$ cat src/common/rstsup_pkg.sv
// Purpose: Shared constants for the reset supervisor and low voltage detector
// Assumes: 25 MHz system clock, AXI4-Lite with 32-bit data and address
// Notes:   Register addresses are byte addresses
package rstsup_pkg;

  // ==========================================================================
  // Clock and timing
  localparam int          CLK_PERIOD_NS = 40;
  localparam int          STRETCH_NS    = 20000;
  localparam int          STRETCH_CYC   = (STRETCH_NS + CLK_PERIOD_NS - 1) / CLK_PERIOD_NS;
  localparam int          CNT_W         = 10;
  localparam logic [9:0]  STRETCH_LOAD  = STRETCH_CYC[9:0];
  localparam int          PIN_HOLDOFF   = 4;

  // ==========================================================================
  // Register addresses
  localparam logic [31:0] ADDR_RSC      = 32'h4002_1024;
  localparam logic [31:0] ADDR_PCTL0    = 32'h4000_7000;
  localparam logic [31:0] ADDR_PSTAT    = 32'h4000_7004;
  localparam logic [31:0] ADDR_IRQ_STAT = 32'h4000_7008;
  localparam logic [31:0] ADDR_IRQ_EN   = 32'h4000_700C;
  localparam logic [31:0] ADDR_IRQ_CLR  = 32'h4000_7010;

  // ==========================================================================
  // Field positions of reset_source_and_lowspeed_rc
  localparam int BIT_LP_FLAG  = 31;
  localparam int BIT_WDT_FLAG = 29;
  localparam int BIT_SW_FLAG  = 28;
  localparam int BIT_PWR_FLAG = 27;
  localparam int BIT_PIN_FLAG = 26;
  localparam int BIT_BOR_FLAG = 25;
  localparam int BIT_FLAG_CLR = 24;
  localparam int BIT_RC_STB   = 1;
  localparam int BIT_RC_ON    = 0;

  // Fields of power_control0, power_control_status and interrupt registers
  localparam int BIT_LVT_LSB  = 0;
  localparam int BIT_LVD_ON   = 4;
  localparam int BIT_LVD_FLAG = 0;
  localparam int BIT_IRQ_RISE = 0;
  localparam int BIT_IRQ_FALL = 1;

  // ==========================================================================
  // Codes and reset values
  localparam logic [2:0]  LVT_EXT_PIN   = 3'h7;
  localparam logic [2:0]  LVT_RESET     = 3'h0;
  localparam logic [1:0]  RESP_OKAY     = 2'h0;
  localparam logic [1:0]  RESP_SLVERR   = 2'h2;
  localparam int          SYNC_W        = 23;
  localparam logic [22:0] SYNC_RESET    = 23'h40_0040;

endpackage : rstsup_pkg

$ cat src/design/rstsup_stretch.sv
// Purpose: Stretches a reset request into a low pulse of a minimum length
// Assumes: Request is synchronous to aclk
// Notes:   Output is low during and STRETCH_CYC cycles after the request
`timescale 1ns/1ns
module rstsup_stretch (
  // Clock and reset
  input  wire logic aclk,
  input  wire logic aresetn,
  // Request and stretched reset
  input  wire logic req,
  output logic      rst_n
);
  import rstsup_pkg::*;

  logic [CNT_W-1:0] cnt_reg;
  logic [CNT_W-1:0] cnt_next;

  // Reload while requested, then count down
  assign cnt_next = req ? STRETCH_LOAD :
                    (cnt_reg != '0) ? cnt_reg - 10'h001 : cnt_reg;

  // ==========================================================================
  // Counter and output flop, a full pulse also follows the bus reset
  always_ff @(posedge aclk) begin
    if (!aresetn) begin
      cnt_reg <= STRETCH_LOAD;
      rst_n   <= 1'b0;
    end else begin
      cnt_reg <= cnt_next;
      rst_n   <= (cnt_next == '0);
    end
  end

endmodule : rstsup_stretch

$ cat src/design/rstsup_sync.sv
// Purpose: Two flip-flop synchroniser for a vector of asynchronous inputs
// Assumes: Bits are independent levels
// Notes:   The first stage feeds only the second stage
`timescale 1ns/1ns
module rstsup_sync #(
  parameter int               W       = 1,
  parameter logic [W-1:0]     RST_VAL = '0
) (
  // Clock and reset
  input  wire logic         aclk,
  input  wire logic         aresetn,
  // Data
  input  wire logic [W-1:0] async_in,
  output logic      [W-1:0] sync_out
);

  logic [W-1:0] meta_reg;

  // ==========================================================================
  // Per-bit double register
  genvar i;
  generate
    for (i = 0; i < W; i++) begin : g_bit
      always_ff @(posedge aclk) begin
        if (!aresetn) begin
          meta_reg[i] <= RST_VAL[i];
          sync_out[i] <= RST_VAL[i];
        end else begin
          meta_reg[i] <= async_in[i];
          sync_out[i] <= meta_reg[i];
        end
      end
    end
  endgenerate

endmodule : rstsup_sync

$ cat src/design/rstsup_top.sv
// Purpose: Reset supervisor with sticky reset causes and low voltage detector
// Assumes: Analog comparators and option byte arrive as asynchronous levels
// Notes:   aresetn is the root (power-on) reset of this block
//
// The AXI4-Lite register port is this design's own decision.
`timescale 1ns/1ns
module rstsup_top (
  // Clock and reset
  input  wire logic        aclk,
  input  wire logic        aresetn,
  // AXI4-Lite write channels
  input  wire logic [31:0] s_axi_awaddr,
  input  wire logic        s_axi_awvalid,
  output logic             s_axi_awready,
  input  wire logic [31:0] s_axi_wdata,
  input  wire logic [3:0]  s_axi_wstrb,
  input  wire logic        s_axi_wvalid,
  output logic             s_axi_wready,
  output logic [1:0]       s_axi_bresp,
  output logic             s_axi_bvalid,
  input  wire logic        s_axi_bready,
  // AXI4-Lite read channels
  input  wire logic [31:0] s_axi_araddr,
  input  wire logic        s_axi_arvalid,
  output logic             s_axi_arready,
  output logic [31:0]      s_axi_rdata,
  output logic [1:0]       s_axi_rresp,
  output logic             s_axi_rvalid,
  input  wire logic        s_axi_rready,
  // Analog comparators and option byte
  input  wire logic        por_below,
  input  wire logic [4:0]  bor_above,
  input  wire logic [2:0]  brownout_threshold_code,
  input  wire logic [6:0]  lvd_above,
  input  wire logic        lvd_pin_above_ref,
  // Reset requests and oscillator status
  input  wire logic        watchdog_req,
  input  wire logic        software_req,
  input  wire logic        low_power_req,
  input  wire logic        backup_req,
  input  wire logic        slow_rc_stable,
  // External reset pin, open drain
  input  wire logic        external_reset_pin_n_in,
  output logic             external_reset_pin_n_out,
  output logic             external_reset_pin_n_oe_n,
  // Reset and status outputs
  output logic             power_reset_n,
  output logic             system_reset_n,
  output logic             backup_reset_n,
  output logic             external_interrupt_unit_line16,
  output logic             slow_rc_on,
  output logic             irq
);
  import rstsup_pkg::*;

  // ==========================================================================
  // Synchronised inputs
  logic [SYNC_W-1:0] async_vec;
  logic [SYNC_W-1:0] sync_vec;
  logic              por_s;
  logic [4:0]        bor_s;
  logic [2:0]        bcode_s;
  logic [6:0]        lvd_s;
  logic              lvd_pin_s;
  logic              pin_s;
  logic              wdt_s;
  logic              sw_s;
  logic              lp_s;
  logic              bkp_s;
  logic              stb_s;

  assign async_vec = {por_below, bor_above, brownout_threshold_code, lvd_above,
                      lvd_pin_above_ref, external_reset_pin_n_in, watchdog_req,
                      software_req, low_power_req, backup_req, slow_rc_stable};
  assign {por_s, bor_s, bcode_s, lvd_s, lvd_pin_s, pin_s, wdt_s, sw_s, lp_s,
          bkp_s, stb_s} = sync_vec;

  rstsup_sync #(
    .W       (SYNC_W),
    .RST_VAL (SYNC_RESET)
  ) u_sync (
    .aclk     (aclk),
    .aresetn  (aresetn),
    .async_in (async_vec),
    .sync_out (sync_vec)
  );

  // ==========================================================================
  // Reset conditions
  logic       bor_ok;
  logic       bor_low;
  logic       power_cond;
  logic       pin_req;
  logic       sys_cond;
  logic       pwr_n;
  logic       sys_n;
  logic [PIN_HOLDOFF-1:0] drive_hist_reg;

  assign bor_ok = (bcode_s == 3'h4) ? bor_s[4] :
                  (bcode_s == 3'h3) ? bor_s[3] :
                  (bcode_s == 3'h2) ? bor_s[2] :
                  (bcode_s == 3'h1) ? bor_s[1] : bor_s[0];
  assign bor_low = ~bor_ok & ~por_s;
  assign power_cond = por_s | ~bor_ok;
  // Ignore our own drive until the pin has had time to rise again
  assign pin_req  = ~pin_s & sys_n & ~(|drive_hist_reg);
  assign sys_cond = power_cond | pin_req | wdt_s | sw_s | lp_s;

  rstsup_stretch u_pwr (
    .aclk    (aclk),
    .aresetn (aresetn),
    .req     (power_cond),
    .rst_n   (pwr_n)
  );

  rstsup_stretch u_sys (
    .aclk    (aclk),
    .aresetn (aresetn),
    .req     (sys_cond),
    .rst_n   (sys_n)
  );

  assign power_reset_n  = pwr_n;
  assign system_reset_n = sys_n;
  assign external_reset_pin_n_out = 1'b0;

  always_ff @(posedge aclk) begin
    if (!aresetn) begin
      external_reset_pin_n_oe_n <= 1'b0;
      drive_hist_reg            <= '1;
    end else begin
      external_reset_pin_n_oe_n <= sys_cond ? 1'b0 : sys_n;
      drive_hist_reg            <= {drive_hist_reg[PIN_HOLDOFF-2:0], ~sys_n};
    end
  end

  // Backup reset follows its own request only, untouched by power reset
  always_ff @(posedge aclk) begin
    backup_reset_n <= ~bkp_s;
  end

  // ==========================================================================
  // AXI4-Lite slave handshakes
  logic        aw_full_reg;
  logic        w_full_reg;
  logic [31:0] awaddr_reg;
  logic [31:0] wdata_reg;
  logic [3:0]  wstrb_reg;
  logic        aw_hs;
  logic        w_hs;
  logic        ar_hs;
  logic        do_write;
  logic        aw_full_next;
  logic        w_full_next;
  logic        bvalid_next;
  logic        rvalid_next;

  assign aw_hs        = s_axi_awvalid & s_axi_awready;
  assign w_hs         = s_axi_wvalid & s_axi_wready;
  assign ar_hs        = s_axi_arvalid & s_axi_arready;
  assign do_write     = aw_full_reg & w_full_reg & ~s_axi_bvalid;
  assign aw_full_next = (aw_full_reg & ~do_write) | aw_hs;
  assign w_full_next  = (w_full_reg & ~do_write) | w_hs;
  assign bvalid_next  = (s_axi_bvalid & ~s_axi_bready) | do_write;
  assign rvalid_next  = (s_axi_rvalid & ~s_axi_rready) | ar_hs;

  // Write decode with byte strobes
  logic [31:0] wmask;
  logic [31:0] wd;
  logic        wr_rsc;
  logic        wr_pctl0;
  logic        wr_en;
  logic        wr_clr;
  logic        wr_hit;

  assign wmask    = {{8{wstrb_reg[3]}}, {8{wstrb_reg[2]}},
                     {8{wstrb_reg[1]}}, {8{wstrb_reg[0]}}};
  assign wd       = wdata_reg & wmask;
  assign wr_rsc   = do_write & (awaddr_reg == ADDR_RSC);
  assign wr_pctl0 = do_write & (awaddr_reg == ADDR_PCTL0);
  assign wr_en    = do_write & (awaddr_reg == ADDR_IRQ_EN);
  assign wr_clr   = do_write & (awaddr_reg == ADDR_IRQ_CLR);
  assign wr_hit   = wr_rsc | wr_pctl0 | wr_en | wr_clr |
                    (awaddr_reg == ADDR_PSTAT) | (awaddr_reg == ADDR_IRQ_STAT);

  // Channel flops
  always_ff @(posedge aclk) begin
    if (!aresetn) begin
      aw_full_reg   <= 1'b0;
      w_full_reg    <= 1'b0;
      s_axi_awready <= 1'b0;
      s_axi_wready  <= 1'b0;
      s_axi_bvalid  <= 1'b0;
      s_axi_bresp   <= RESP_OKAY;
      s_axi_arready <= 1'b0;
      s_axi_rvalid  <= 1'b0;
    end else begin
      aw_full_reg   <= aw_full_next;
      w_full_reg    <= w_full_next;
      s_axi_awready <= ~aw_full_next & ~bvalid_next;
      s_axi_wready  <= ~w_full_next & ~bvalid_next;
      s_axi_bvalid  <= bvalid_next;
      if (do_write) begin
        s_axi_bresp <= wr_hit ? RESP_OKAY : RESP_SLVERR;
      end
      s_axi_arready <= ~rvalid_next;
      s_axi_rvalid  <= rvalid_next;
    end
  end

  // Captured write address and data
  always_ff @(posedge aclk) begin
    if (aw_hs) begin
      awaddr_reg <= s_axi_awaddr;
    end
    if (w_hs) begin
      wdata_reg <= s_axi_wdata;
      wstrb_reg <= s_axi_wstrb;
    end
  end

  // ==========================================================================
  // Control registers, cleared by the power reset as well
  logic       ctl_rst;
  logic [2:0] lvt_sel_reg;
  logic       lvd_on_reg;
  logic [1:0] irq_en_reg;

  assign ctl_rst = ~aresetn | ~pwr_n;

  always_ff @(posedge aclk) begin
    if (ctl_rst) begin
      lvt_sel_reg <= LVT_RESET;
      lvd_on_reg  <= 1'b0;
      irq_en_reg  <= 2'h0;
      slow_rc_on  <= 1'b0;
    end else begin
      if (wr_pctl0 && wstrb_reg[0]) begin
        lvt_sel_reg <= wd[BIT_LVT_LSB+:3];
        lvd_on_reg  <= wd[BIT_LVD_ON];
      end
      if (wr_en && wstrb_reg[0]) begin
        irq_en_reg <= wd[1:0];
      end
      if (wr_rsc && wstrb_reg[0]) begin
        slow_rc_on <= wd[BIT_RC_ON];
      end
    end
  end

  // ==========================================================================
  // Reset cause flags {lp, wdt, sw, pwr, pin, bor}
  logic [5:0] flags_reg;
  logic [5:0] flag_set;
  logic       flag_clr;

  assign flag_set = {lp_s, wdt_s, sw_s, por_s, pin_req, bor_low};
  assign flag_clr = wr_rsc & wd[BIT_FLAG_CLR];

  // sticky, set wins over clear; only power-on restarts the record
  always_ff @(posedge aclk) begin
    if (!aresetn) begin
      flags_reg <= 6'h00;
    end else if (por_s) begin
      flags_reg <= flag_set;
    end else begin
      flags_reg <= (flags_reg & ~{6{flag_clr}}) | flag_set;
    end
  end

  // ==========================================================================
  // Low voltage detector and interrupt line
  logic       lvd_cmp;
  logic       lvd_flag_next;
  logic       lvd_rise;
  logic       lvd_fall;
  logic [1:0] irq_stat_reg;
  logic [1:0] irq_stat_next;

  // code 111 selects the external pin comparison
  assign lvd_cmp = (lvt_sel_reg == LVT_EXT_PIN) ? lvd_pin_s : lvd_s[lvt_sel_reg];
  // flag high when below threshold, only while enabled
  assign lvd_flag_next = lvd_on_reg & ~lvd_cmp;
  assign lvd_rise      = lvd_flag_next & ~external_interrupt_unit_line16;
  assign lvd_fall      = ~lvd_flag_next & external_interrupt_unit_line16;
  // edge events, set wins over clear
  assign irq_stat_next = (irq_stat_reg & ~({2{wr_clr}} & wd[1:0])) |
                         {lvd_fall, lvd_rise};

  // Flag, sticky edge status and masked interrupt
  always_ff @(posedge aclk) begin
    if (ctl_rst) begin
      external_interrupt_unit_line16  <= 1'b0;
      irq_stat_reg <= 2'h0;
      irq          <= 1'b0;
    end else begin
      external_interrupt_unit_line16  <= lvd_flag_next;
      irq_stat_reg <= irq_stat_next;
      irq          <= |(irq_stat_next & irq_en_reg);
    end
  end

  // ==========================================================================
  // Read data selection
  logic [31:0] rsc_word;
  logic [31:0] rd_word;
  logic        rd_hit;

  assign rsc_word = {flags_reg[5], 1'b0, flags_reg[4:0], 1'b0, 22'h00_0000,
                     stb_s, slow_rc_on};
  assign rd_hit   = (s_axi_araddr == ADDR_RSC)      | (s_axi_araddr == ADDR_PCTL0) |
                    (s_axi_araddr == ADDR_PSTAT)    | (s_axi_araddr == ADDR_IRQ_STAT) |
                    (s_axi_araddr == ADDR_IRQ_EN)   | (s_axi_araddr == ADDR_IRQ_CLR);
  assign rd_word  = (s_axi_araddr == ADDR_RSC)      ? rsc_word :
                    (s_axi_araddr == ADDR_PCTL0)    ? {27'h0, lvd_on_reg, 1'b0, lvt_sel_reg} :
                    (s_axi_araddr == ADDR_PSTAT)    ? {31'h0, external_interrupt_unit_line16} :
                    (s_axi_araddr == ADDR_IRQ_STAT) ? {30'h0, irq_stat_reg} :
                    (s_axi_araddr == ADDR_IRQ_EN)   ? {30'h0, irq_en_reg} : 32'h0000_0000;

  // Read answer register
  always_ff @(posedge aclk) begin
    if (!aresetn) begin
      s_axi_rdata <= 32'h0000_0000;
      s_axi_rresp <= RESP_OKAY;
    end else if (ar_hs) begin
      s_axi_rdata <= rd_word;
      s_axi_rresp <= rd_hit ? RESP_OKAY : RESP_SLVERR;
    end
  end

endmodule : rstsup_top

$ cat config.mk
export PLATFORM = sky130hd
export DESIGN_NAME = rstsup_top
export DESIGN_NICKNAME = d
export VERILOG_FILES = /design/src/common/rstsup_pkg.sv /design/src/design/rstsup_stretch.sv /design/src/design/rstsup_sync.sv /design/src/design/rstsup_top.sv
export SDC_FILE = /design/constraint.sdc
export NUM_CORES = 1
export LEC_CHECK = 0
export BUFFER_PORTS_ARGS = -buffer_cell sky130_fd_sc_hd__buf_2
export CAP_MARGIN = 20
export CORE_ASPECT_RATIO = 1.4
export CORE_UTILIZATION = 57
export CTS_BUF_LIST = sky130_fd_sc_hd__clkbuf_8
export CTS_CLUSTER_DIAMETER = 150
export DETAILED_ROUTE_END_ITERATION = 10
export PLACE_DENSITY = 0.89
export SLEW_MARGIN = 30
export SYNTH_ARGS = -nofsm -noshare
export SYNTH_HDL_FRONTEND = slang
export SYNTH_HIERARCHICAL = 1
export SYNTH_SLANG_ARGS = --single-unit
$ cat constraint.sdc
create_clock -name aclk -period 5 [get_ports aclk]
set_clock_uncertainty 0.05 [all_clocks]
set_input_delay 1 -clock aclk [delete_from_list [all_inputs] [get_ports aclk]]
set_output_delay 1 -clock aclk [all_outputs]
set_load 0.005 [all_outputs]
==> After elaboration in Yosys (flattened, before gate mapping) <==
Cells that the tools add are included.
{ "op_classes": {"addsub": 2, "muxes": 19, "reduce_logical": 10, "order_cmp": 1, "n_eq_ne": 17, "bitwise": 70} }
{ "op_table": {"columns": ["operator", "count"], "rows": [
  ["$eq 32x31->1 const B", 12],
  ["$mux 10", 4],
  ["$mux 32", 1],
  ["$and 25x25->25", 1],
  ["$and 1x1->1", 22],
  ["$logic_not 10->1", 2],
  ["$or 1x1->1", 20],
  ["$reduce_bool 10->1", 2],
  ["$sub 10x1->10 const B", 2],
  ["$not 1->1", 19],
  ["$mux 2", 5],
  ["$and 2x2->2", 3],
  ["$and 6x6->6", 1],
  ["$eq 3x2->1 const B", 2],
  ["$eq 3x3->1 const B", 2],
  ["$mux 1", 6],
  ["$mux 6", 1],
  ["$not 6->6", 1],
  ["$or 6x6->6", 1],
  ["$mux 5", 1],
  ["$lt 3x4->1 const B", 1],
  ["$reduce_or 2->1", 2],
  ["$reduce_or 4->1", 1],
  ["$bmux 1 s3", 1],
  ["4 further kinds", 6]
]} }
{ "word_totals": {"elab_cells": 193, "register_bits": 195, "inputBits": 130, "output_inout_bits": 49} }

==> Logic depth before layout (Yosys ltp) <==
{ "depth": {"word_depth": 13, "mapped_depth": 9, "mapped_depth_nobuf": 9} }

==> Hierarchy <==
Netlist, hierarchy kept.
{ "by_module_without_submodules": {"columns": ["mod", "n_inst", "area_per_inst_um2", "seq_area_each_um2", "cells_per_inst"], "rows": [
  ["rstsup_top", 1, 3425.8, 2011.9, 285],
  ["rstsup_sync", 1, 1276.2, 920.9, 96],
  ["rstsup_stretch (u_sys)", 1, 594.3, 220.2, 67],
  ["rstsup_stretch (u_pwr)", 1, 570.5, 220.2, 67]
]} }

==> Worst setup path before layout <==
No wires, ideal clock.
{ "synth_path": {"path_type": "input to register", "start": "in s_axi_araddr[7]", "end": "reg s_axi_rdata[25]", "path_slack_ns": 2.682, "cell_stages": 5, "setup_time_ns": 0.073, "n_path_buf": 0, "arrival_ns": 2.195, "path_cell_list": "nor4b_1 > nand4_1 > nor4_1 > o21ai_0 > a21oi_1"} }
{ "synth_between": {"elab_chain_len": 2} }
{ "synth_rtl": {"columns": ["element", "line", "rtl"], "rows": [
  ["from (decl)", "rstsup_top.sv:23", "input wire logic [31:0] s_axi_araddr,"],
  ["$eq 32x31->1", "rstsup_top.sv:314", "assign rd_word = (s_axi_araddr == ADDR_RSC) ? rsc_word :"],
  ["$mux 32", "rstsup_top.sv:314", null],
  ["to (signal assigned)", "rstsup_top.sv:326", "s_axi_rdata <= rd_word;"],
  ["to (decl)", "rstsup_top.sv:26", "output logic [31:0] s_axi_rdata,"]
]} }
Every way passes these cells.
A chain may end at the register's enable or synchronous reset.

==> Worst setup path in the final report <==
{ "layout_path": {"start": "in s_axi_araddr[7]", "end": "reg s_axi_rdata[29]"} }
Same word-level chain as after synthesis.

==> results by group <==
STA
  • Post-route setup slack: 2.63 ns
  • Final setup viols: 0
  • Tmin final: 2.37 ns
  • Max transition margin: 53.0%
  • Worst slew pin tran: 0.699 ns
  • FMAX: 0.422 GHz
  • TNS Setup: 0 ns
  • Final period utilization: 47.4%
  • Unrepaired setup endpoints after global routing: false
  • Final number of hold-violating endpoints: 0
  • Fin. max-slew vios: 0

Clock network
  • Clock Sinks: 149
  • CTS H-Tree Depth: 4
  • CTS clock-pin slew for the worst setup and hold paths: 0.08 ns
  • CTS root buffer: clkbuf_8
  • Post-CTS Setup Bufs: 0
  • Post-cts resize count: 0
  • CTS tree: done
  • Num CTS Buffers: 17
  • Worst-Skew Late Latency: 0.44 ns
  • Clk buf depth: 2
  • Hold buffers post-CTS: 0

Floorplan
  • Floorplan Core Area: 9950 um^2
  • Die Wd: 87.7 um
  • Total die area: 10700 um^2
  • Starting density of the core: 58.9%
  • Die Y: 122 um
  • Row Count: 43
  • Io pins: 179

Cells and area
  • Layout cells sized above 1: 32.8%
  • Diode count: 0
  • Number of nets in the layout: 777
  • Fillcell total: 746
  • Commonest cells after routing, fill and taps aside: buf_2 (124), dfxtp_1 (110), nand2_1 (42)
  • Max FFs per register: 32
  • Most common cell after layout, fill and taps aside: buf_2
  • Storage cell area: 3370 um^2
  • Layout Area Growth over Synthesis: 17.2%
  • Area occupied by multi-input gates: 2280 um^2

Worst setup path
  • Critical Path, Cell by Cell: buf_2 > nor4b_1 > nand4_1 > nor4_1 > o21ai_0 > a21oi_1
  • Crit path max fanout: 6
  • Critical R2R Launch: u_pwr/cnt_reg[0]
  • Worst Setup Path Type: in -> reg
  • CP arrival: 2.68 ns
  • CP Data Required Time: 5.31 ns
  • Slowest stage delay, CP: 0.51 ns
  • CP startpoint kind: input pin
  • Crit path from: s_axi_araddr[7]
  • CP max-delay cell: nor4_1
  • Crit. End Element: register

Routing
  • DRC: 0
  • Total Wirelength: 11900 um
  • Vias/cell: 5.25
  • DR vias: 4160
  • Drt wl/cell: 15.0 um
  • Router iterations before antenna repair: 4
  • Post-route antenna net violation count: 0
  • 1st-iter DRT viols: 134

Power and ir drop
  • PwrDens: 330 nW/um^2
  • Peak VDD IR: 0.212 mV
  • Leakage: 2.65 nW

Placed design
  • Placer Congestion: 0.917
  • Place WS: 2.19 ns
  • I/O Buffers: 124
  • DP Wirelength: 8990 um

Synthesis
  • EDFF count, synth: 39
  • Commonest register cell after synthesis: dfxtp_1
  • Post-synthesis sequential area ratio: 57.5%
  • #FFs+latches synth: 149
  • Number of distinct library cells after synthesis: 69
  • Mapped Area: 5870 um^2
  • Async set or reset register ratio after synthesis: 0%
  • Mean Syn Cell Area: 11.4 um^2
  • Syn Inst Count: 515
  • Ys Warns: 6

GRT
  • Number of global-route vias before repair: 4239
  • GRT Total Usage: 23.3%
  • Antenna violations before repair: 0
  • Largest net degree at the start of global routing: 47
  • First-pass GRT wire length: 18700 um
  • Grt total ovfl: 0

Run
  • Max cap viols: 0

Hold path
  • Worst hold path type: reg -> reg
  • Min-delay src: u_sync/sync_out[1]

Run status
  • Status: completed
layout make-up:
class / count / area share [%]
clock buffers: 18 / 3.60
clock inverters: 14 / 1.87
inverters: 10 / 0.546
multi-input cells: 341 / 33.2
flip-flops and latches: 149 / 49.1
well taps: 135 / 2.46
repair buffers: 126 / 9.24
kinds of logic (layout without fill, tap and decap cells):
| kind of cell | after synthesis | in the layout | share of synthesized area (%) |
|---|---|---|---|
| simple gates | 224 | 224 | 24.1 |
| flops | 149 | 149 | 57.5 |
| compound gates | 65 | 65 | 8.04 |
| buf+inv | 49 | 168 | 5.12 |
| mux | 19 | 19 | 3.90 |
| xor+xnor | 6 | 6 | 0.896 |
| fa+ha+maj | 2 | 2 | 0.426 |
| other cells | 1 | 25 | 0.0639 |
layer usage:
layer  track usage [%]  share of wire, %  vias up
met1              22.7                36     1951
met4              12.0               2.9        0
met2              42.7                54      131
met3              7.66               6.6       29
met5                 0                 0        -
li1                  -                 -     2049
path summary, 6_finish.rpt:
check | cells after the start | slack (ns) | endpoint
worst max register to register | 7 | 2.67 | u_pwr/cnt_reg[5]
worst min register to register | 1 | 0.33 | backup_reset_n
worst min-delay path | 1 | 0.33 | backup_reset_n
worst max-delay path | 6 | 2.63 | s_axi_rdata[29]
critical path, delay by kind of cell:
family          cells  cell delay, ns
simple gates        3            1.01
compound gates      2            0.58
buf+inv             1            0.10
where the power goes:
| group | internal [W] | total, W | switching (W) |
|---|---|---|---|
| clock network | 0.000410 | 0.000859 | 0.000448 |
| logic | 0.0000583 | 0.000115 | 0.0000563 |
| registers | 0.00128 | 0.00130 | 0.0000186 |
| total | 0.00175 | 0.00227 | 0.000523 |
stage by stage:
stage,instance area [um^2],hold slack (ns),total power [W],utilization (%),std cells
after global routing,6880,0.342,0.00236,69.1,793
after detailed placement,6500,0.301,0.00144,65.3,761
after CTS,6880,0.332,0.00229,69.1,793
final,6880,0.330,0.00227,69.1,793
after floorplan,5960,0.288,0.00139,-,539
after global placement,6500,0.297,0.00143,65.3,761
cells in the mapped netlist (all sizes together), types with 5 or more instances:
cell	number	area [um^2]
buf	29	220
nor3	9	45.0
a21oi	17	88.8
nor4	17	170
inv	10	37.5
nor4b	5	71.3
and2	45	324
nor2	33	124
a21boi	6	45.1
edfxtp	39	1170
nor2b	11	68.8
or3	6	37.5
nand2b	9	56.3
clkbuf	10	42.5
dfxtp	110	2200
nand4	9	71.3
o31ai	6	50.1
nand2	42	158
nand3	9	45.0
mux2i	15	150
o21ai	9	45.0
(Power assumes the default switching activity.)
